--- src/hdl/tmr_gate_pkg.sv ---
// Package for the 16-bit timer control and gate block: offsets, fields, resets, types.
// Assumes a 32-bit APB slave with byte addresses; registers are up to 16 bits in the low lanes.
package tmr_gate_pkg;
  // Register byte addresses
  localparam logic [7:0] ctrl_addr = 8'h00;
  localparam logic [7:0] gctrl_addr = 8'h04;
  localparam logic [7:0] count_addr = 8'h08;
  localparam logic [7:0] irq_stat_addr = 8'h0c;
  localparam logic [7:0] irq_mask_addr = 8'h10;
  // Control register fields
  localparam int cs_lsb = 6;
  localparam int ps_lsb = 4;
  localparam int osc_en_bit = 3;
  localparam int sync_dis_bit = 2;
  localparam int run_bit = 0;
  localparam logic [7:0] ctrl_wmask = 8'hfd;
  // Gate control fields
  localparam int ge_bit = 7;
  localparam int gpol_bit = 6;
  localparam int gtm_bit = 5;
  localparam int gspm_bit = 4;
  localparam int ggo_bit = 3;
  localparam int gval_bit = 2;
  localparam int gss_lsb = 0;
  // Interrupt status bits
  localparam int irq_gate_bit = 0;
  localparam int irq_ovf_bit = 1;
  // Reset values
  localparam logic [7:0] ctrl_rst = 8'h00;
  localparam logic [7:0] gctrl_rst = 8'h00;
  localparam logic [1:0] irq_rst = 2'h0;
  // Clock source codes
  typedef enum logic [1:0] {
    src_instr = 2'b00, src_sys = 2'b01, src_ext = 2'b10, src_cap = 2'b11
  } clk_src_t;
  // External clock and gate inputs that travel together
  typedef struct packed {
    logic ext_clk;
    logic xtal_clk;
    logic cap_clk;
    logic [3:0] gate_src;
  } ext_in_t;
endpackage

--- src/hdl/tmr_gate.sv ---
// 16-bit timer with clock source selection, prescaler and gate logic, APB registers.
// Assumes external clocks are slow versus mclk; every pin input is synchronised here.
// Operation
// - Source code 11 picks the cap-sense oscillator, 01 the system clock, 00 system clock / 4.
// - Source code 10 counts external pin rising edges, or the crystal when the oscillator is on.
// - Prescale codes 00..11 divide the selected clock by 1, 2, 4 or 8.
// - Control bit 3 switches the dedicated low-power oscillator on or off.
// - With source 1x counting is always synchronised; the sync-disable bit is stored but never read.
// - With source 0x the sync-disable bit is ignored.
// - Control bit 1 reads zero and ignores writes.
// - The run bit enables counting; clearing it stops the timer and clears the toggle flop.
// - Gate control holds enable, polarity, toggle, single-pulse, go/done, value, two-bit source.
// - In single-pulse mode the go/done bit set by software is cleared on gate value fall.
// - Toggle mode routes the gate through a flop toggling per rising edge of the polarised gate, else clear.
// - Each falling edge of the gate value sets the gate event flag, even without gating.
// - With run set, gate enable makes counting depend on the gate, else counting is free.
// - Gate polarity set counts while the gate is high, clear counts while it is low.
//
// The address map and the APB interface to the registers were left to the implementer.
`timescale 1ns/1ns
module tmr_gate (
  input wire logic mclk,
  input wire logic arst_n,
  input wire logic psel,
  input wire logic penable,
  input wire logic pwrite,
  input wire logic [7:0] paddr,
  input wire logic [31:0] pwdata,
  output logic [31:0] prdata,
  output logic pready,
  output logic pslverr,
  input wire tmr_gate_pkg::ext_in_t ext_in,
  output logic low_power_osc_enable,
  output logic irq
);
  // Registers seen by software
  logic [7:0] ctrl_q;
  logic [7:0] gctrl_q;
  logic [1:0] irq_stat_q;
  logic [1:0] irq_mask_q;
  logic [15:0] count_q;
  // Prescaler state; the third bit lives in ps_hi_q
  logic [1:0] ps_cnt_q;
  // Instruction clock divider
  logic [1:0] div4_q;
  // Pin synchronisers: two stages, the third only feeds edge detection
  logic [2:0] ext_s1_q;
  logic [2:0] ext_s2_q;
  logic [2:0] ext_s3_q;
  logic [3:0] gin_s1_q;
  logic [3:0] gin_s2_q;
  // Gate path state
  logic tog_q;
  logic gval_q;
  logic gpulse_q;
  // Bus strobes and per-register write decodes
  logic wr;
  logic rd;
  logic wr_ctrl;
  logic wr_gctrl;
  logic wr_count;
  logic wr_stat;
  logic wr_mask;
  // Counting path
  logic src_edge;
  logic inc;
  logic ovf;
  // Gate path
  logic gate_raw;
  logic gate_pol;
  logic gate_val;
  logic gate_fall;
  // Control fields and detected pin edges
  logic [1:0] cs;
  logic [1:0] ps;
  logic [2:0] ext_rise;
  // Write-one-to-clear requests for the sticky status bits
  logic [1:0] stat_clr;

  function automatic logic hit(input logic [7:0] a, input logic [7:0] r);
    hit = (a == r);
  endfunction

  assign wr = psel && penable && pwrite;
  assign rd = psel && !penable && !pwrite;
  assign pready = 1'b1;
  assign pslverr = 1'b0;
  assign cs = ctrl_q[tmr_gate_pkg::cs_lsb +: 2];
  assign ps = ctrl_q[tmr_gate_pkg::ps_lsb +: 2];
  assign low_power_osc_enable = ctrl_q[tmr_gate_pkg::osc_en_bit];

  // Register write decodes; a write lands only in the access phase
  assign wr_ctrl = wr && hit(paddr, tmr_gate_pkg::ctrl_addr);
  assign wr_gctrl = wr && hit(paddr, tmr_gate_pkg::gctrl_addr);
  assign wr_count = wr && hit(paddr, tmr_gate_pkg::count_addr);
  assign wr_stat = wr && hit(paddr, tmr_gate_pkg::irq_stat_addr);
  assign wr_mask = wr && hit(paddr, tmr_gate_pkg::irq_mask_addr);
  // Ones written to the status register request a clear
  assign stat_clr = wr_stat ? pwdata[1:0] : 2'h0;

  // Two-flop synchronisers plus a third stage used only for edge detection
  always_ff @(posedge mclk or negedge arst_n) begin
    if (!arst_n) begin
      ext_s1_q <= 3'h0;
      ext_s2_q <= 3'h0;
      ext_s3_q <= 3'h0;
      gin_s1_q <= 4'h0;
      gin_s2_q <= 4'h0;
    end else begin
      ext_s1_q[0] <= ext_in.ext_clk;
      ext_s1_q[1] <= ext_in.xtal_clk;
      ext_s1_q[2] <= ext_in.cap_clk;
      ext_s2_q <= ext_s1_q;
      ext_s3_q <= ext_s2_q;
      gin_s1_q <= ext_in.gate_src;
      gin_s2_q <= gin_s1_q;
    end
  end
  assign ext_rise = ext_s2_q & ~ext_s3_q;

  // Instruction clock enable: one pulse every four system clocks
  // Free running, so the first tick after a write has an arbitrary phase
  always_ff @(posedge mclk or negedge arst_n) begin
    if (!arst_n) begin
      div4_q <= 2'h0;
    end else begin
      div4_q <= div4_q + 2'h1;
    end
  end

  // Source selection; a single clock domain forces synchronised counting, so the
  // sync-disable bit is never read and changes no edge timing
  always_comb begin
    unique case (tmr_gate_pkg::clk_src_t'(cs))
      tmr_gate_pkg::src_instr: src_edge = (div4_q == 2'h3);
      tmr_gate_pkg::src_sys: src_edge = 1'b1;
      tmr_gate_pkg::src_ext: begin
        if (ctrl_q[tmr_gate_pkg::osc_en_bit]) begin
          // Crystal path; sync-disable needs a second clock to matter, so the
          // synchronised edge is used either way
          src_edge = ext_rise[1];
        end else begin
          src_edge = ext_rise[0];
        end
      end
      tmr_gate_pkg::src_cap: src_edge = ext_rise[2];
    endcase
  end

  // Prescaler: count source edges and pass one in 1, 2, 4 or 8
  always_ff @(posedge mclk or negedge arst_n) begin
    if (!arst_n) begin
      ps_cnt_q <= 2'h0;
    end else if (!ctrl_q[tmr_gate_pkg::run_bit]) begin
      ps_cnt_q <= 2'h0;
    end else if (src_edge) begin
      ps_cnt_q <= ps_cnt_q + 2'h1;
    end
  end

  // Prescaled tick; all four codes are legal, so no default
  logic ps_tick;
  always_comb begin
    unique case (ps)
      2'b00: ps_tick = src_edge;
      2'b01: ps_tick = src_edge && ps_cnt_q[0];
      2'b10: ps_tick = src_edge && (ps_cnt_q == 2'h1 || ps_cnt_q == 2'h3) && ps_cnt_q[1];
      2'b11: ps_tick = src_edge && (ps_cnt_q == 2'h3);
    endcase
  end

  // Divide-by-eight needs a third bit; it is carried in a separate flop
  logic ps_hi_q;
  always_ff @(posedge mclk or negedge arst_n) begin
    if (!arst_n) begin
      ps_hi_q <= 1'b0;
    end else if (!ctrl_q[tmr_gate_pkg::run_bit]) begin
      ps_hi_q <= 1'b0;
    end else if (src_edge && ps_cnt_q == 2'h3) begin
      ps_hi_q <= ~ps_hi_q;
    end
  end

  // The divide-by-eight tick also needs the high bit
  logic pre_tick;
  assign pre_tick = (ps == 2'b11) ? (ps_tick && ps_hi_q) : ps_tick;

  // Gate path: source pick, polarity, toggle flop, single-pulse qualifier
  assign gate_raw = gin_s2_q[gctrl_q[tmr_gate_pkg::gss_lsb +: 2]];
  assign gate_pol = gctrl_q[tmr_gate_pkg::gpol_bit] ? gate_raw : ~gate_raw;
  // Toggle flop flips on rising edges of the polarised gate; held clear while
  // toggle mode or the timer is off, so the measured edge is known
  always_ff @(posedge mclk or negedge arst_n) begin
    if (!arst_n) begin
      tog_q <= 1'b0;
      gpulse_q <= 1'b0;
    end else if (!gctrl_q[tmr_gate_pkg::gtm_bit] || !ctrl_q[tmr_gate_pkg::run_bit]) begin
      tog_q <= 1'b0;
      gpulse_q <= gate_pol;
    end else begin
      gpulse_q <= gate_pol;
      if (gate_pol && !gpulse_q) begin
        tog_q <= ~tog_q;
      end
    end
  end

  logic gate_tm;
  assign gate_tm = gctrl_q[tmr_gate_pkg::gtm_bit] ? tog_q : gate_pol;
  // Single-pulse mode passes the gate only while go/done is armed
  always_comb begin
    gate_val = gate_tm;
    if (gctrl_q[tmr_gate_pkg::gspm_bit]) begin
      gate_val = gate_tm && gctrl_q[tmr_gate_pkg::ggo_bit];
    end
  end

  // Registered gate value, shown read-only in the gate control register
  always_ff @(posedge mclk or negedge arst_n) begin
    if (!arst_n) begin
      gval_q <= 1'b0;
    end else begin
      gval_q <= gate_val;
    end
  end
  // Falling edge of the gate value, seen one cycle before the register shows it
  assign gate_fall = gval_q && !gate_val;

  // Counter increments on prescaled ticks when running and the gate allows
  assign inc = ctrl_q[tmr_gate_pkg::run_bit] && pre_tick &&
    (!gctrl_q[tmr_gate_pkg::ge_bit] || gate_val);
  // Overflow marks the wrap from all ones
  assign ovf = inc && (count_q == 16'hffff);
  // A software write beats a same-cycle increment
  always_ff @(posedge mclk or negedge arst_n) begin
    if (!arst_n) begin
      count_q <= 16'h0000;
    end else if (wr_count) begin
      count_q <= pwdata[15:0];
    end else if (inc) begin
      count_q <= count_q + 16'h0001;
    end
  end

  // Control register; bit 1 is never stored
  always_ff @(posedge mclk or negedge arst_n) begin
    if (!arst_n) begin
      ctrl_q <= tmr_gate_pkg::ctrl_rst;
    end else if (wr_ctrl) begin
      // Writes to the spare bit are dropped by the mask
      ctrl_q <= pwdata[7:0] & tmr_gate_pkg::ctrl_wmask;
    end
  end

  // Gate control; go/done clears on gate value fall, and with single-pulse off
  always_ff @(posedge mclk or negedge arst_n) begin
    if (!arst_n) begin
      gctrl_q <= tmr_gate_pkg::gctrl_rst;
    end else begin
      if (wr_gctrl) begin
        gctrl_q[7:4] <= pwdata[7:4];
        gctrl_q[1:0] <= pwdata[1:0];
        // Go/done arms only with single-pulse set in the same write
        gctrl_q[tmr_gate_pkg::ggo_bit] <= pwdata[tmr_gate_pkg::ggo_bit] &&
          pwdata[tmr_gate_pkg::gspm_bit];
      end else if (gate_fall || !gctrl_q[tmr_gate_pkg::gspm_bit]) begin
        gctrl_q[tmr_gate_pkg::ggo_bit] <= 1'b0;
      end
      gctrl_q[tmr_gate_pkg::gval_bit] <= gval_q;
    end
  end

  // Sticky interrupt status: hardware set wins over a write-one clear
  always_ff @(posedge mclk or negedge arst_n) begin
    if (!arst_n) begin
      irq_stat_q <= tmr_gate_pkg::irq_rst;
      irq_mask_q <= tmr_gate_pkg::irq_rst;
    end else begin
      if (wr_mask) begin
        irq_mask_q <= pwdata[1:0];
      end
      // Set terms come first so an event in the clear cycle is not lost
      irq_stat_q[tmr_gate_pkg::irq_gate_bit] <= gate_fall || (irq_stat_q[0] &&
        !stat_clr[0]);
      irq_stat_q[tmr_gate_pkg::irq_ovf_bit] <= ovf || (irq_stat_q[1] &&
        !stat_clr[1]);
    end
  end
  // Level output; it falls only when software clears or masks the bit
  assign irq = |(irq_stat_q & irq_mask_q);

  // Read data is registered in the setup cycle; unmapped addresses read zero
  // A read sees state one cycle before the access phase ends
  always_ff @(posedge mclk or negedge arst_n) begin
    if (!arst_n) begin
      prdata <= 32'h0000_0000;
    end else if (rd) begin
      unique case (paddr)
        tmr_gate_pkg::ctrl_addr: prdata <= {24'h000000, ctrl_q};
        tmr_gate_pkg::gctrl_addr: prdata <= {24'h000000, gctrl_q};
        tmr_gate_pkg::count_addr: prdata <= {16'h0000, count_q};
        tmr_gate_pkg::irq_stat_addr: prdata <= {30'h0, irq_stat_q};
        tmr_gate_pkg::irq_mask_addr: prdata <= {30'h0, irq_mask_q};
        default: prdata <= 32'h0000_0000;
      endcase
    end
  end
endmodule // tmr_gate

--- config.mk ---
export PLATFORM = sky130hd
export DESIGN_NAME = tmr_gate
export DESIGN_NICKNAME = d
export VERILOG_FILES = /design/src/hdl/tmr_gate_pkg.sv /design/src/hdl/tmr_gate.sv
export SDC_FILE = /design/constraint.sdc
export NUM_CORES = 1
export LEC_CHECK = 0
export ABC_AREA = 1
export ABC_CLOCK_PERIOD_IN_PS = 1800
export BUFFER_PORTS_ARGS = -buffer_cell sky130_fd_sc_hd__buf_2
export CORE_MARGIN = 2
export CORE_UTILIZATION = 54
export CTS_CLUSTER_DIAMETER = 30
export DETAILED_ROUTE_END_ITERATION = 6
export HOLD_SLACK_MARGIN = 0.06
export PLACE_DENSITY = 0.8
export SYNTH_ARGS = -nofsm -noshare
export SYNTH_HDL_FRONTEND = slang
export SYNTH_SLANG_ARGS = --single-unit
--- constraint.sdc ---
create_clock -name mclk -period 1.8 [get_ports mclk]
set_input_delay 0.27 -clock mclk [delete_from_list [all_inputs] [get_ports mclk]]
set_output_delay 0.27 -clock mclk [all_outputs]
set_load 0.005 [all_outputs]
## Word level (Yosys, flattened, before mapping)

Index checks and enable logic that the tools add are counted.
W data, S select, Z words.

- Memory bits (read-only): 0
- Logic and storage cells: 112
- Bits in writable memories: 0
- Latch bits: 0
- Memories: 0
- Input bits: 52
- Register bits after elaboration: 92

- Multiply operators: 0
- Mux-type cells: 21
- Bitwise operators: 6
- $lt $le $gt $ge: 1
- Shift-type cells: 0
- Equal/unequal tests: 16
- Reduce and logical (&&, ||, !) cells: 46
- $add $sub $neg: 3
- Div/mod/pow operators: 0

Operators by type and width:

| operator | number |
|---|---|
| $pmux W16 S5 | 1 |
| $mux W16 | 2 |
| $logic_and A1 B1 Y1 | 23 |
| $add A16 B1 Y16 const B | 1 |
| $eq A16 B16 Y1 const B | 1 |
| $eq A8 B4 Y1 const B | 2 |
| $eq A2 B2 Y1 const B | 6 |
| $mux W1 | 12 |
| $logic_not A1 Y1 | 10 |
| $eq A8 B3 Y1 const B | 1 |
| $eq A8 B5 Y1 const B | 1 |
| $logic_not A8 Y1 | 1 |
| $pmux W1 S4 | 2 |
| $eq A2 B1 Y1 const B | 3 |
| $logic_or A1 B1 Y1 | 6 |
| $mux W2 | 3 |
| $reduce_bool A2 Y1 | 3 |
| $add A2 B1 Y2 const B | 2 |
| $logic_not A2 Y1 | 2 |
| $ne A2 B1 Y1 const B | 2 |
| $and A3 B3 Y3 | 1 |
| $lt A2 B3 Y1 const B | 1 |
| $not A1 Y1 | 3 |
| $not A3 Y3 | 1 |
| other kinds (3) | 3 |

## Depth between registers and ports, before layout

- Depth after elaboration: 13
- Mapped depth: 13
- Depth with buffers taken out: 12

## Worst setup path before layout

Ideal clock, no wire load.

- Path type: reg-to-reg
- Start: register count_q[0]
- End: register count_q[12]
- Data required time: 1734 ps
- Arrival: 1452 ps
- Setup slack: 283 ps
- Period minus slack after synthesis: 1517 ps
- Stages on the path, launching flop included: 12
- Buffers on the path: 0
- Cells stage by stage: dfrtp_1 ha_1 nand3_2 nor3_2 inv_2 nor2_2 nand2_1 o21bai_1 nand3_1 nand2_1 nand2_1 nand2_1

- Cells in the longest elaborated chain, start to end: 3

Ends and longest elaborated chain:

| what | RTL line | source |
|---|---|---|
| start, declared | tmr_gate.sv:41 | `logic [15:0] count_q;` |
| start signal, assigned | tmr_gate.sv:239 | `count_q <= pwdata[15:0];` |
| start signal, assigned | tmr_gate.sv:241 | `count_q <= count_q + 16'h0001;` |
| $add A16 B1 Y16 | tmr_gate.sv:241 |  |
| $mux W16 | tmr_gate.sv:240 | `end else if (inc) begin` |
| $mux W16 | tmr_gate.sv:238 | `end else if (wr_count) begin` |

Every way passes these cells. The select of a mux whose other input is x is not followed.
A chain may end at the register's enable or synchronous reset.

## Worst setup path in the final report

- Start: register ctrl_q[3]
- End: register count_q[2]

- Cells in the longest elaborated chain, start to end: 10
- Elaborated cells between the ends (all ways): 12

Ends and longest elaborated chain:

| what | RTL line | source |
|---|---|---|
| start, declared | tmr_gate.sv:37 | `logic [7:0] ctrl_q;` |
| start signal, assigned | tmr_gate.sv:248 | `ctrl_q <= tmr_gate_pkg::ctrl_rst;` |
| start signal, assigned | tmr_gate.sv:251 | `ctrl_q <= pwdata[7:0] & tmr_gate_pkg::ctrl_wmask;` |
| $mux W1 * | tmr_gate.sv:138 | `if (ctrl_q[tmr_gate_pkg::osc_en_bit]) begin` |
| $pmux W1 S4 * | tmr_gate.sv:134 | `unique case (tmr_gate_pkg::clk_src_t'(cs))` |
| $logic_and A1 B1 Y1 (2 in series) | tmr_gate.sv:167 | `2'b10: ps_tick = src_edge && (ps_cnt_q == 2'h1 \|\| ps_cnt_q == 2'h3) && ps_cnt_q[1];` |
| $pmux W1 S4 * | tmr_gate.sv:164 | `unique case (ps)` |
| $logic_and A1 B1 Y1 | tmr_gate.sv:186 | `assign pre_tick = (ps == 2'b11) ? (ps_tick && ps_hi_q) : ps_tick;` |
| $mux W1 * | tmr_gate.sv:186 |  |
| $logic_and A1 B1 Y1 * (2 in series) | tmr_gate.sv:230 | `assign inc = ctrl_q[tmr_gate_pkg::run_bit] && pre_tick &&` |
| $reduce_bool A2 Y1 (no line) * | - |  |

Every way passes the cells marked *; elsewhere a longest branch is shown, timed or not.

==> metrics.yaml <==
place_congestion: 0.890
io_pins: 88
ant_nets: 0
slew_viol_final: 0
hold_viol_final: 0
tritoncts: "yes"
synth_area_leader_cell: "dfrtp_1"
critPathArrivalTime_ns: 1.94
power_frac_seq_pct: 52.4
status: "completed"
wl_um: 8140
portBuffers: 53
start_util_pct: 55.8
r2r_slack_ns: 0.09
worstSetupPathType: "reg -> reg"
hold_start: "pwdata[7]"
cp.required_ns: 2.03
syn_inst: 455
setup_viol: 0
die_y_um: 88.0
diodes: 0
grt.total_usage_pct: 23.0
holdPathEnd: "ctrl_q[7]"
layout-drive-gt1-share_pct: 22.6
syn_area_mm2: 0.00381
postSynthAreaPerCell_um2: 8.38
overflow: 0
die_area_mm2: 0.00775
antenna_found_initial: 0
irDropWorstVdd_v: 0.000588
drtIter0Drc: 235
wire_per_inst_um: 12.8
skew_ns: 0.0111
insertion_delay_ns: 0.34
synth-seq-area-share_pct: 49.9
dieWidth_um: 88.0
place_inst: 605
core_mm2: 0.00683
r2r-start: "ctrl_q[3]"
p_total_mw: 3.40
hold_slack_ns: 0.233
tightest_slew_ns: 0.666
numCtsBuffers: 9
power_switching_uw: 819
cts.sinks: 76
crit_fanout: 9
synth.distinct_cells: 36
max-slew-margin-rel_pct: 55.5
vias: 3247
min_period_ns: 1.71
clk_pin_slew_worst_paths_ns: 0.09
clock_path_buffers: 2
hold_depth: 3
holdCritPathClass: "in -> reg"
maxCapViolCount: 0
dp_hpwl_um: 6000
grt_pass1_wl_um: 13600
leakagePower_nw: 2.27
fin_tns_setup_ns: 0
htreeDepth: 3
grt_max_degree: 40
r2r-end: "count_q[2]"
firstDrtPassIters: 4
cp-end-kind: "flip-flop"
fill_cells: 569
worst_slack_ns: 0.0893
area_growth_pct: 20.2
vias_per_cell: 5.11
layout.nets: 591
drcViolationCount: 0
synth_area_leaders: "dfrtp_1 (50%), nand2_1 (13%), nand3_1 (5.8%)"
final-instance-count-excl-fill: 636
yosys_warnings: 0
ys_ff_latch: 76
worst_r2r_path_depth: 11
first_global_vias: 3081
pwr-share-clk_pct: 40.9
period_share_pct: 95.0
cts_root_buffer: "clkbuf_8"
cp-start-kind: "flip-flop"
swShare_pct: 24.1
num_rows: 30
pwr-share-comb_pct: 6.8
netlist.area_leader.share_pct: 49.9
power.internal_mw: 2.58
pre_cts_slack_ns: 0.0536
powerDensity_mw_per_mm2: 742
fmax_ghz: 0.585
-- worst max-delay path by stage --
stage                from     endpoint  cells past startpoint
6_report        ctrl_q[3]   count_q[2]                     11
5_1_grt         ctrl_q[6]   count_q[2]                     11
4_1_cts         ctrl_q[6]   count_q[4]                     11
3_5_place_dp     paddr[7]    prdata[3]                      9
3_3_place_gp     paddr[7]    prdata[6]                      9
2_1_floorplan  count_q[0]  count_q[12]                     11
-- synth_stat cells --
cell type    n
nor3_2       2
nand3_4      1
o211ai_1     1
o22ai_1      5
nand3_1     44
nand2_1    129
buf_2        3
nor2_4       1
clkbuf_1     4
a21oi_4      1
buf_4       21
a22o_1       1
buf_6        1
o21ai_1      6
o22a_1       1
nand4_1      4
a21oi_1     14
inv_2        3
nor2_1      12
nand3_2      3
dfrtp_1     76
o21bai_1     1
a21o_1       1
nand2_4      3
nand2_2      5
nor3_4       1
a21oi_2      1
conb_1       2
o31ai_1      4
o21ai_0     38
nor3_1       5
xor2_1       8
nor2_2       4
ha_1         4
a22oi_1      1
inv_1       44
-- critical path, cell delays in order (launching register included) --
cell and delay (ns):
dfrtp_1 0.46, nor2_1 0.13, nand2_1 0.06, nand3_1 0.08, nand2_2 0.07, nand2_4 0.10, nand2_2 0.08, a21oi_4 0.14
nand3_4 0.18, buf_12 0.19, nand3_1 0.06, nand2_1 0.06
-- metrics by stage --
step	area [um2]	utilization [%]
6_report	4580	67.1
4_1_cts	4490	65.7
5_1_grt	4580	67.1
3_3_place_gp	4190	61.3
2_1_floorplan	3870	-
3_5_place_dp	4190	61.3
-- power by group through the flow --
stage                     Sequential [mW]  Combinational [mW]  Clock (mW)
after global routing                 1.79               0.266        1.50
after detailed placement             1.81               0.215           0
final                                1.78               0.230        1.39
after floorplan                      1.81               0.124           0
after global placement               1.81               0.209           0
after CTS                            1.78               0.229        1.41
-- routing by layer --
| metal | routed length, um | part of all wire, % | track usage [%] | up-vias |
|---|---|---|---|---|
| met5 | 0 | 0 | 0 | - |
| met2 | 4100 | 50 | 38.6 | 89 |
| met4 | 121 | 1.5 | 8.68 | 0 |
| met3 | 402 | 4.9 | 5.47 | 12 |
| li1 | - | - | - | 1599 |
| met1 | 3520 | 43 | 29.0 | 1547 |
-- registers in the layout (all words and copies together), names as in the netlist, 2 cells and up --
name        cells
count_q        16
ext_s2_q        3
div4_q          2
ext_s3_q        3
ctrl_q          7
gin_s1_q        4
irq_mask_q      2
irq_stat_q      2
ext_s1_q        3
gin_s2_q        4
gctrl_q         8
ps_cnt_q        2
prdata         16
-- final cells by class --
class,count,area [um2],share of cell area (%)
timing repair buffer,82,528,11.5
multi-input combinational,319,1640,35.7
clock buffer,11,151,3.30
clock inverter,5,67.6,1.47
tap,96,120,2.62
inverter,47,176,3.85
sequential,76,1900,41.5
-- timing repair --
| action | 4_1_cts | 5_1_grt |
|---|---|---|
| buffers inserted | 0 | 7 |
| resized for setup | 0 | 10 |
| hold buffers | 8 | 0 |
| setup endpoints to repair | 0 | 17 |
| hold endpoints to repair | 24 | 0 |
-- layout by cell type (no fill, tap or decap), drive strengths merged --
cell,n
o21bai,1
conb,18
nor2,17
o31ai,4
clkinv,2
o22ai,5
dfrtp,76
ha,4
o22a,1
clkbuf,11
nand2,137
nand3,48
nor3,8
a21o,1
o211ai,1
nand4,4
a22o,1
o21ai,44
xor2,8
a21oi,16
bufinv,1
buf,74
a22oi,1
dlygate4sd3,8
inv,49
-- logic make-up after synthesis --
kind of cell	count (synthesis)	synth area share, %
buffers and inverters	76	9.84
adder cells (fa/ha/maj)	4	1.31
XOR/XNOR	8	1.84
AND/OR/NAND/NOR	214	25.8
other	2	0.197
AO/OA/AOI/OAI	75	11.1
flip-flops	76	49.9
Power figures use the tool's default switching activity.
